`config.mk`:
```
export PLATFORM = sky130hd
export DESIGN_NAME = lps_regs
export DESIGN_NICKNAME = d
export VERILOG_FILES = /design/src/hw/lps_pkg.sv /design/src/hw/lps_trigger_eval.sv /design/src/hw/lps_contain_status.sv /design/src/hw/lps_regs.sv
export SDC_FILE = /design/constraint.sdc
export NUM_CORES = 1
export LEC_CHECK = 0
export ABC_AREA = 1
export BUFFER_PORTS_ARGS = -buffer_cell sky130_fd_sc_hd__buf_2
export CAP_MARGIN = 20
export CELL_PAD_IN_SITES_DETAIL_PLACEMENT = 0
export CELL_PAD_IN_SITES_GLOBAL_PLACEMENT = 1
export CORE_ASPECT_RATIO = 1.25
export CORE_MARGIN = 2
export CORE_UTILIZATION = 30
export DETAILED_ROUTE_END_ITERATION = 6
export PLACE_DENSITY_LB_ADDON = 0.1
export SETUP_SLACK_MARGIN = 0.02
export SKIP_CTS_REPAIR_TIMING = 1
export SLEW_MARGIN = 20
export SYNTH_ARGS = -nofsm -noshare
export SYNTH_HDL_FRONTEND = slang
export SYNTH_SLANG_ARGS = --single-unit
export TNS_END_PERCENT = 5
```
`constraint.sdc`:
```
create_clock -name clk -period 2.4 [get_ports clk]
set_input_delay 0.24 -clock clk [delete_from_list [all_inputs] [get_ports clk]]
set_output_delay 0.24 -clock clk [all_outputs]
set_load 0.02 [all_outputs]
```
`src/hw/lps_pkg.sv`:
```
/*
 Constants for the L1 substates and containment register block: offsets,
 field positions, reset values and the containment trigger encodings.
 Assumes a 32-bit configuration data path with dword-aligned offsets.
*/
`default_nettype none
package lps_pkg;
   // Register offsets (byte addresses in configuration space)
   localparam logic [11:0] OFF_L1_HDR      = 12'h240;
   localparam logic [11:0] OFF_L1_CAP      = 12'h244;
   localparam logic [11:0] OFF_L1_CTRL1    = 12'h248;
   localparam logic [11:0] OFF_L1_CTRL2    = 12'h24c;
   localparam logic [11:0] OFF_CONT_HDR    = 12'h250;
   localparam logic [11:0] OFF_CONT_CAPCTL = 12'h254;
   localparam logic [11:0] OFF_CONT_STATUS = 12'h258;

   // Header fields
   localparam logic [15:0] ECAP_ID_L1SS    = 16'h001e;
   localparam logic [15:0] ECAP_ID_CONTAIN = 16'h001d;
   localparam logic [3:0]  CAP_VERSION     = 4'h1;
   localparam logic [11:0] NEXT_UPSTREAM   = 12'h260;
   localparam logic [11:0] NEXT_DOWNSTREAM = 12'h250;
   localparam logic [11:0] NEXT_NONE       = 12'h000;

   // L1 substates capability and control bits
   localparam int          CAP_PCIPM_BIT   = 1;
   localparam int          CAP_ASPM_BIT    = 3;
   localparam int          CAP_L1SS_BIT    = 4;
   localparam logic        CAP_PCIPM_RST   = 1'b1;
   localparam logic        CAP_ASPM_RST    = 1'b0;
   localparam logic        CAP_L1SS_RST    = 1'b1;
   localparam int          CTL_PCIPM_BIT   = 1;
   localparam int          CTL_ASPM_BIT    = 3;

   // Containment capability and control fields
   localparam logic [4:0]  CONT_MSI_NUM    = 5'h01;
   localparam int          CC_TRIG_LSB     = 16;
   localparam int          CC_CPL_BIT      = 18;
   localparam int          CC_INT_BIT      = 19;
   localparam int          CC_ERRCOR_BIT   = 20;

   // Containment status fields
   localparam int          ST_TRIG_BIT     = 0;
   localparam int          ST_REASON_LSB   = 1;
   localparam int          ST_INT_BIT      = 3;

   typedef enum logic [1:0] {
      TRIG_OFF      = 2'b00,
      TRIG_FATAL    = 2'b01,
      TRIG_NONFATAL = 2'b10,
      TRIG_RSVD     = 2'b11
   } lps_trig_t;

   typedef enum logic [1:0] {
      WHY_UNCOR    = 2'b00,
      WHY_NONFATAL = 2'b01,
      WHY_FATAL    = 2'b10
   } lps_reason_t;

   // Byte-enable merge of a configuration write into a stored word
   function automatic logic [31:0] lpsMerge(input logic [31:0] old,
                                            input logic [31:0] wr,
                                            input logic [3:0]  be);
      logic [31:0] res;
      res = old;
      for (int i = 0; i < 4; i++) begin
         if (be[i]) begin
            res[i*8 +: 8] = wr[i*8 +: 8];
         end
      end
      return res;
   endfunction
endpackage
`default_nettype wire

```
`src/hw/lps_trigger_eval.sv`:
```
/*
 Containment trigger decision: which error events fire under the
 programmed trigger mode, and the recorded cause.
 Assumes event inputs are single-cycle pulses in the core clock domain.
*/
`default_nettype none
module lps_trigger_eval (
   // Mode
   input  wire lps_pkg::lps_trig_t   trigMode,
   // Error events
   input  wire logic                 errUncor,
   input  wire logic                 msgNonfatal,
   input  wire logic                 msgFatal,
   // Decision
   output logic                      fire,
   output lps_pkg::lps_reason_t      reason
);
   import lps_pkg::*;

   // Reserved mode behaves as disabled so a stray write cannot arm it
   always_comb begin
      unique case (trigMode)
         TRIG_OFF:      fire = 1'b0;
         TRIG_FATAL:    fire = errUncor | msgFatal;
         TRIG_NONFATAL: fire = errUncor | msgFatal | msgNonfatal;
         TRIG_RSVD:     fire = 1'b0;
      endcase
   end

   // Own detected error takes priority in the recorded cause
   always_comb begin
      if (errUncor) begin
         reason = WHY_UNCOR;
      end else if (msgFatal) begin
         reason = WHY_FATAL;
      end else begin
         reason = WHY_NONFATAL;
      end
   end
endmodule
`default_nettype wire

```
`src/hw/lps_contain_status.sv`:
```
/*
 Sticky containment status flags with write-one-to-clear.
 Assumes the caller only raises setTrig while the trigger flag is clear.
*/
`default_nettype none
module lps_contain_status (
   // Clock and reset
   input  wire logic                 clk,
   input  wire logic                 reset,
   // Hardware set
   input  wire logic                 setTrig,
   input  wire lps_pkg::lps_reason_t setReason,
   input  wire logic                 setInt,
   // Software clear (ones clear)
   input  wire logic [3:0]           clrMask,
   // Flags
   output logic [3:0]                status
);
   import lps_pkg::*;

   logic [3:0] status_q;
   logic [3:0] status_d;
   logic [3:0] setMask;

   // Set wins over a clear landing in the same cycle
   always_comb begin
      setMask = '0;
      setMask[ST_TRIG_BIT] = setTrig;
      setMask[ST_REASON_LSB +: 2] = setTrig ? setReason : 2'b00;
      setMask[ST_INT_BIT] = setInt;
      status_d = (status_q & ~clrMask) | setMask;
      if (setTrig) begin
         status_d[ST_REASON_LSB +: 2] = setReason;
      end
   end

   always_ff @(posedge clk) begin
      if (reset) begin
         status_q <= 4'h0;
      end else begin
         status_q <= status_d;
      end
   end

   assign status = status_q;

   property p_set_wins;
      @(posedge clk) disable iff (reset)
      setTrig |=> status_q[ST_TRIG_BIT] && status_q[ST_REASON_LSB +: 2] == $past(setReason);
   endproperty
   a_set_wins: assert property (p_set_wins) else $error("trigger flag or cause not recorded");

   property p_int_flag;
      @(posedge clk) disable iff (reset)
      setInt |=> status_q[ST_INT_BIT];
   endproperty
   a_int_flag: assert property (p_int_flag) else $error("interrupt status not set");
endmodule
`default_nettype wire

```
`src/hw/lps_regs.sv`:
```
/*
 Per-port L1 substates and downstream containment register block.
 Configuration reads and writes arrive as single-cycle strobes; read data
 returns one cycle later. Non-volatile loaders may override the L1 support
 defaults. Port role is strapped and sampled while reset is held.
*/
`default_nettype none
// Behaviour
// - L1 header returns ID 001Eh and version 1h, read-only.
// - L1 header next pointer: 260h upstream, 250h downstream.
// - Capability bit 1 resets to 1; loader may replace it.
// - Capability bit 3 resets to 0; loaders may change it.
// - Capability bit 4 resets to 1; loader may alter it.
// - Control 1 bit 1 is read-write L1.1 PM enable, reset 0.
// - Control 1 bit 3 is read-write ASPM L1.1 enable, reset 0.
// - Control 2 reads all zeros and ignores writes.
// - Downstream containment header returns ID 001Dh, version 1h.
// - Containment header next pointer reads zero.
// - Containment capability bits 4:0 read 1 as message number.
// - Trigger field resets 00b: off; 01b uncorrectable or fatal.
// - Trigger 10b adds nonfatal messages; 11b reserved.
// - Bit 18 picks completion status: 0 abort, 1 unsupported.
// - Bit 19 enables the containment interrupt.
// - Bit 20 enables a correctable-error message on trigger.
// - Trigger sets sticky write-one-to-clear status bit 0.
// - Status bits 2:1 record the cause, write-one-to-clear.
// - Status bit 3 set on trigger with interrupt enabled.
module lps_regs (
   // Clock and reset
   input  wire logic          clk,
   input  wire logic          reset,
   // Port role strap
   input  wire logic          portIsDownstream,
   // Configuration access
   input  wire logic          cfgWrite,
   input  wire logic          cfgRead,
   input  wire logic [11:0]   cfgAddr,
   input  wire logic [31:0]   cfgWrData,
   input  wire logic [3:0]    cfgByteEn,
   output logic [31:0]        cfgRdData,
   output logic               cfgRdValid,
   // Default override loader
   input  wire logic          capLoadValid,
   input  wire logic [2:0]    capLoadMask,
   input  wire logic [2:0]    capLoadData,
   // Error events
   input  wire logic          errUncorDetected,
   input  wire logic          msgErrNonfatal,
   input  wire logic          msgErrFatal,
   // Port controls and events
   output logic               pciPmL11Enable,
   output logic               aspmL11Enable,
   output logic               containActive,
   output logic               cplStatusUr,
   output logic               containIntReq,
   output logic               errCorReq
);
   import lps_pkg::*;

   logic              portDown_q;
   logic [2:0]        capBits_q;   // {l1ss, aspm, pcipm}
   logic              ctlPciPm_q;
   logic              ctlAspm_q;
   lps_trig_t         trigMode_q;
   logic              cplUr_q;
   logic              intEn_q;
   logic              errCorEn_q;
   logic [31:0]       rdData_q;
   logic              rdValid_q;
   logic              intReq_q;
   logic              errCor_q;
   logic              fire;
   lps_reason_t       fireReason;
   logic              accept;
   logic [3:0]        status;
   logic [3:0]        clrMask;
   logic [31:0]       ctl1Merged;
   logic [31:0]       contMerged;
   logic [31:0]       rdWord;
   logic [11:0]       wordAddr;
   logic              hitCtl1;
   logic              hitCont;
   logic              hitStatus;

   assign wordAddr  = {cfgAddr[11:2], 2'b00};
   assign hitCtl1   = cfgWrite && wordAddr == OFF_L1_CTRL1;
   assign hitCont   = cfgWrite && portDown_q && wordAddr == OFF_CONT_CAPCTL;
   assign hitStatus = cfgWrite && portDown_q && wordAddr == OFF_CONT_STATUS;

   // Role is caught while reset is held, so a later strap glitch is harmless
   always_ff @(posedge clk) begin
      if (reset) begin
         portDown_q <= portIsDownstream;
      end
   end

   // L1 support defaults; loaders override only the masked bits
   always_ff @(posedge clk) begin
      if (reset) begin
         capBits_q <= {CAP_L1SS_RST, CAP_ASPM_RST, CAP_PCIPM_RST};
      end else if (capLoadValid) begin
         capBits_q <= (capBits_q & ~capLoadMask) | (capLoadData & capLoadMask);
      end
   end

   // L1 substates control 1; other bits are not stored
   assign ctl1Merged = lpsMerge({28'h0, ctlAspm_q, 1'b0, ctlPciPm_q, 1'b0}, cfgWrData, cfgByteEn);

   always_ff @(posedge clk) begin
      if (reset) begin
         ctlPciPm_q <= 1'b0;
         ctlAspm_q  <= 1'b0;
      end else if (hitCtl1) begin
         ctlPciPm_q <= ctl1Merged[CTL_PCIPM_BIT];
         ctlAspm_q  <= ctl1Merged[CTL_ASPM_BIT];
      end
   end

   // Containment control; upstream ports hold it at reset values
   assign contMerged = lpsMerge({11'h0, errCorEn_q, intEn_q, cplUr_q, trigMode_q, 16'h0},
                                cfgWrData, cfgByteEn);

   always_ff @(posedge clk) begin
      if (reset) begin
         trigMode_q <= TRIG_OFF;
         cplUr_q    <= 1'b0;
         intEn_q    <= 1'b0;
         errCorEn_q <= 1'b0;
      end else if (hitCont) begin
         trigMode_q <= lps_trig_t'(contMerged[CC_TRIG_LSB +: 2]);
         cplUr_q    <= contMerged[CC_CPL_BIT];
         intEn_q    <= contMerged[CC_INT_BIT];
         errCorEn_q <= contMerged[CC_ERRCOR_BIT];
      end
   end

   lps_trigger_eval u_trig (
      .trigMode    (trigMode_q),
      .errUncor    (errUncorDetected),
      .msgNonfatal (msgErrNonfatal),
      .msgFatal    (msgErrFatal),
      .fire        (fire),
      .reason      (fireReason)
   );

   // A new trigger is taken only while not already contained
   assign accept = fire && portDown_q && !status[ST_TRIG_BIT];

   // Software clears status with ones in the low byte only
   always_comb begin
      clrMask = 4'h0;
      if (hitStatus && cfgByteEn[0]) begin
         clrMask = cfgWrData[3:0];
      end
   end

   lps_contain_status u_status (
      .clk       (clk),
      .reset     (reset),
      .setTrig   (accept),
      .setReason (fireReason),
      .setInt    (accept && intEn_q),
      .clrMask   (clrMask),
      .status    (status)
   );

   // Event pulses one cycle after the trigger is taken
   always_ff @(posedge clk) begin
      if (reset) begin
         intReq_q <= 1'b0;
         errCor_q <= 1'b0;
      end else begin
         intReq_q <= accept && intEn_q;
         errCor_q <= accept && errCorEn_q;
      end
   end

   // Read decode; unlisted offsets and reserved bits return zero
   always_comb begin
      rdWord = 32'h0;
      unique case (wordAddr)
         OFF_L1_HDR:
            rdWord = {portDown_q ? NEXT_DOWNSTREAM : NEXT_UPSTREAM, CAP_VERSION, ECAP_ID_L1SS};
         OFF_L1_CAP: begin
            rdWord[CAP_PCIPM_BIT] = capBits_q[0];
            rdWord[CAP_ASPM_BIT]  = capBits_q[1];
            rdWord[CAP_L1SS_BIT]  = capBits_q[2];
         end
         OFF_L1_CTRL1: begin
            rdWord[CTL_PCIPM_BIT] = ctlPciPm_q;
            rdWord[CTL_ASPM_BIT]  = ctlAspm_q;
         end
         OFF_L1_CTRL2:
            rdWord = 32'h0;
         OFF_CONT_HDR:
            if (portDown_q) begin
               rdWord = {NEXT_NONE, CAP_VERSION, ECAP_ID_CONTAIN};
            end
         OFF_CONT_CAPCTL:
            if (portDown_q) begin
               rdWord = {11'h0, errCorEn_q, intEn_q, cplUr_q, trigMode_q, 11'h0, CONT_MSI_NUM};
            end
         OFF_CONT_STATUS:
            if (portDown_q) begin
               rdWord = {28'h0, status};
            end
         default:
            rdWord = 32'h0;
      endcase
   end

   // Read data is registered; it holds until the next read
   always_ff @(posedge clk) begin
      if (reset) begin
         rdData_q  <= 32'h0;
         rdValid_q <= 1'b0;
      end else begin
         rdValid_q <= cfgRead;
         if (cfgRead) begin
            rdData_q <= rdWord;
         end
      end
   end

   assign cfgRdData      = rdData_q;
   assign cfgRdValid     = rdValid_q;
   assign pciPmL11Enable = ctlPciPm_q;
   assign aspmL11Enable  = ctlAspm_q;
   assign containActive  = status[ST_TRIG_BIT];
   assign cplStatusUr    = cplUr_q;
   assign containIntReq  = intReq_q;
   assign errCorReq      = errCor_q;

   property p_l1_header;
      @(posedge clk) disable iff (reset)
      cfgRead && wordAddr == OFF_L1_HDR |=> cfgRdValid && cfgRdData[19:0] == 20'h1001e;
   endproperty
   a_l1_header: assert property (p_l1_header) else $error("L1 header ID or version wrong");

   property p_next_ptr;
      @(posedge clk) disable iff (reset)
      cfgRead && wordAddr == OFF_L1_HDR |=>
         cfgRdData[31:20] == (portDown_q ? 12'h250 : 12'h260);
   endproperty
   a_next_ptr: assert property (p_next_ptr) else $error("L1 next pointer wrong for port role");

   property p_cap_reset;
      @(posedge clk)
      $fell(reset) |-> capBits_q == 3'b101;
   endproperty
   a_cap_reset: assert property (p_cap_reset) else $error("L1 support defaults wrong after reset");

   property p_ctl1_write;
      @(posedge clk) disable iff (reset)
      hitCtl1 && cfgByteEn[0] |=> ctlAspm_q == $past(cfgWrData[3]) && ctlPciPm_q == $past(cfgWrData[1]);
   endproperty
   a_ctl1_write: assert property (p_ctl1_write) else $error("control 1 enable not written");

   property p_ctl2_zero;
      @(posedge clk) disable iff (reset)
      cfgRead && wordAddr == OFF_L1_CTRL2 |=> cfgRdData == 32'h0;
   endproperty
   a_ctl2_zero: assert property (p_ctl2_zero) else $error("control 2 not zero");

   property p_cont_hdr;
      @(posedge clk) disable iff (reset)
      cfgRead && portDown_q && wordAddr == OFF_CONT_HDR |=> cfgRdData == 32'h0001001d;
   endproperty
   a_cont_hdr: assert property (p_cont_hdr) else $error("containment header wrong");

   property p_msi_num;
      @(posedge clk) disable iff (reset)
      cfgRead && portDown_q && wordAddr == OFF_CONT_CAPCTL |=> cfgRdData[15:0] == 16'h0001;
   endproperty
   a_msi_num: assert property (p_msi_num) else $error("message number not 1");

   property p_trig_off;
      @(posedge clk) disable iff (reset)
      trigMode_q == TRIG_OFF || trigMode_q == TRIG_RSVD |-> !accept;
   endproperty
   a_trig_off: assert property (p_trig_off) else $error("trigger while disabled");

   property p_nonfatal;
      @(posedge clk) disable iff (reset)
      portDown_q && !status[0] && msgErrNonfatal && trigMode_q == TRIG_NONFATAL ##1 !cfgWrite
         |-> status[0] && status[2:1] != 2'b00 || $past(errUncorDetected);
   endproperty
   a_nonfatal: assert property (p_nonfatal) else $error("nonfatal message did not contain");

   property p_events;
      @(posedge clk) disable iff (reset)
      accept |=> containIntReq == $past(intEn_q) && errCorReq == $past(errCorEn_q) ##1
         !containIntReq && !errCorReq;
   endproperty
   a_events: assert property (p_events) else $error("interrupt or message pulse wrong");

   property p_reserved;
      @(posedge clk) disable iff (reset)
      cfgRead && wordAddr == OFF_L1_CTRL1 |=> cfgRdData[31:4] == 28'h0 && !cfgRdData[0] && !cfgRdData[2];
   endproperty
   a_reserved: assert property (p_reserved) else $error("reserved bits not zero");
endmodule
`default_nettype wire

```
==> qor_table.md <==
| Item | Value |
|---|---|
| Outcome | finished, final reports clean |
| Vias in the first global route | 1392 |
| Count of inserted antenna diode cells | 0 |
| I/O pins | 102 |
| Drt initial violations | 40 |
| Maximum Capacitance Violations | 0 |
| Leakage power total | 0.9666 nW |
| Total number of placement rows | 29 |
| Total Routed Length | 3761 microns |
| Root buffer cell | sky130_fd_sc_hd__clkbuf_8 |
| Die Span X | 68.89 microns |
| I/O Buffers | 56 |
| Signal arrival time at the worst endpoint | 1450 ps |
| Initial antenna violation count | 0 |
| Int Pwr | 0.8329 mW |
| Type of destination of the critical path | register |
| Tot GR Track Use | 0.1412 |
| Total congestion overflow after global routing | 0 |
| Area share of the largest cell type after synthesis | 0.3803 |
| Fraction of registers with async set/reset | 0 |
| Post-route cell area | 1956 sq um |
| Classification of the worst setup path | reg -> reg |
| NumNets Final | 339 |
| Post-route antenna net violation count | 0 |
| WP data required | 2580 ps |
| HPWL after detailed placement | 2903 microns |
| Via count | 1478 |
| Final min period | 1279 ps |
| Number of synthesized register bits | 31 |
| Number of hold-slack violations in the final timing report | 0 |
| WHS Path Cells | 1 |
| Final-report setup violation count | 0 |
| Cell area after synthesis | 1579 sq um |
| Count of final max-slew check failures | 0 |
| Clock network fraction of total power | 0.407 |
| Area Overhead vs Synth | 23.85% |
| Total clock buffers created by CTS | 5 |
| Avg Cell Area, Syn | 7.277 sq um |
| Most frequent cell after synthesis | sky130_fd_sc_hd__nand2_1 |
| Filler instances | 608 |
| Clock transition at the register clock pins on the worst setup and hold paths after CTS | 70 ps |
| Utilization of the core after routing | 0.3850 |
| Placement Cell Area | 1852 sq um |
| Maximum clock skew at final layout | 5.513 ps |
| Final weighted congestion of routability-driven global placement | 0.7442 |
| Die footprint | 5863 sq um |
| Portion of total power attributed to combinational logic | 0.120 |
| CTS sink count | 31 |
| Switching pwr | 0.3009 mW |
| Fraction of power spent switching nets | 0.2654 |
| Standard cell core area | 5080 sq um |
| Count of mapped cells out of synthesis | 217 |
| Final total negative setup slack | 0 ps |
| Most used DFF post-synth | sky130_fd_sc_hd__dfxtp_1 |
| Cell types with the highest counts after synthesis | 39 x sky130_fd_sc_hd__nand2_1, 30 x sky130_fd_sc_hd__dfxtp_1, 24 x sky130_fd_sc_hd__inv_1, 24 x sky130_fd_sc_hd__nor2_1, 19 x sky130_fd_sc_hd__buf_4 |
| Starting density of the core | 0.3108 |
| Yosys warnings | 0 |
| CTS H-tree depth | 2 |
| Sequential power share | 0.473 |
| Nature of the critical path startpoint | register |
| Worst voltage drop across the vdd grid | 0.2475 mV |
| RSZ-0062 raised after global routing | no |
| Number of synthesized flops with an enable pin | 1 |
| Max frequency | 781.7 MHz |
| Fraction of final layout cells with drive strength greater than 1 | 0.2852 |
| Final routed DRC violation total | 0 |
| Die Height | 85.11 microns |
| Max Fanout on Critical Path | 7 |
| TritonCTS clock tree | done |
| Buffer levels on the longest clock path | 2 |
| Clock latency of the later-clocked register in the worst-skew pair | 290 ps |
| Cell type with the highest aggregate area in the netlist | sky130_fd_sc_hd__dfxtp_1 |
| Power density over cell area | 579.8 nW/um^2 |
| Final period util | 0.5330 |
| Wire length of the first global-routing pass | 6072 microns |
| Number of iterations in the first detailed-routing pass | 4 |
| Largest cells by area after synthesis | sky130_fd_sc_hd__dfxtp_1 38%, sky130_fd_sc_hd__nand2_1 9.3%, sky130_fd_sc_hd__buf_4 9.0% |
| Max reg flops | 13 |
| Per-cell via count in the routed design | 4.360 |
| Detailed-route wire length per cell | 11.09 microns |
| R2R cell count | 5 |
| Overall power of the completed layout | 1.134 mW |
| Pin count of the biggest net entering global routing | 20 |
| Count of different cell masters after synthesis | 27 |
| Proportion of synthesized chip area in sequential cells | 0.3994 |
| Type of the most critical hold path | in -> reg |
==> power groups by stage <==
stage / Sequential, mW / Combinational, mW / Clock [mW]
finish: 0.537 / 0.136 / 0.461
floorplan: 0.555 / 0.0989 / 0
global placement: 0.548 / 0.137 / 0
global route: 0.537 / 0.154 / 0.501
CTS: 0.537 / 0.137 / 0.475
detailed placement: 0.548 / 0.137 / 0
==> logic make-up (layout without fill, tap and decap cells) <==
group / Yosys count / in the layout / synth area share
and+or+nand+nor: 103 / 103 / 0.3217
AOI/OAI and AO/OA: 33 / 33 / 0.1133
buffers and inverters: 49 / 92 / 0.1632
other: 1 / 18 / 0.002375
DFF: 31 / 31 / 0.3994
==> layout make-up <==
cell class | count | area (sq um) | area share
multi-input combinational | 154 | 754.5 | 0.3858
sequential | 31 | 630.6 | 0.3225
timing repair buffer | 57 | 287.8 | 0.1472
inverter | 27 | 101.3 | 0.05182
clock buffer | 7 | 96.34 | 0.04926
tap | 62 | 77.57 | 0.03967
clock inverter | 1 | 7.507 | 0.003839
==> critical path: stages, from the launching register on <==
cell and delay (ps):
sky130_fd_sc_hd__edfxtp_1 500, sky130_fd_sc_hd__nand3_1 110, sky130_fd_sc_hd__nor2_1 190, sky130_fd_sc_hd__inv_1 130
sky130_fd_sc_hd__o21ai_0 190, sky130_fd_sc_hd__a21oi_1 60
==> through the flow <==
stage	std cells	hold slack [ps]	worst slack (ps)
6_report	339	127.0	1121
3_5_place_dp	331	418.6	1109
5_1_grt	339	115.0	963.7
4_1_cts	339	119.6	1131
3_3_place_gp	331	419.5	1112
2_1_floorplan	234	338.9	1323
==> path summary, 6_finish.rpt <==
| check | start | endpoint | slack (ps) |
|---|---|---|---|
| worst max register to register | portDown_q$_DFFE_PP_ | u_status.status[1]$_SDFF_PP0_ | 1120 |
| worst min-delay path | portIsDownstream | portDown_q$_DFFE_PP_ | 130 |
| worst max-delay path | portDown_q$_DFFE_PP_ | u_status.status[1]$_SDFF_PP0_ | 1120 |
| worst min register to register | register | register | 470 |
==> cell usage in the layout (no fill, tap or decap), drive strengths merged, types with 2 or more instances in the layout <==
| master | count |
|---|---|
| buf | 57 |
| nand3 | 19 |
| nand3b | 2 |
| nor3 | 3 |
| and3 | 2 |
| a21oi | 17 |
| clkbuf | 7 |
| inv | 26 |
| o21ai | 10 |
| nand2 | 41 |
| nor2 | 32 |
| o21a | 5 |
| nand4 | 4 |
| dfxtp | 30 |
| conb | 18 |
==> routing by layer <==
metal  up-vias  wire, microns  track usage
met1       650           1644       0.1708
li1        777              -            -
met4         0             55      0.05348
met3         5            230      0.04377
met5         -              0            0
met2        46           1831       0.2299
No activity file was read; power rests on OpenSTA's default activity.
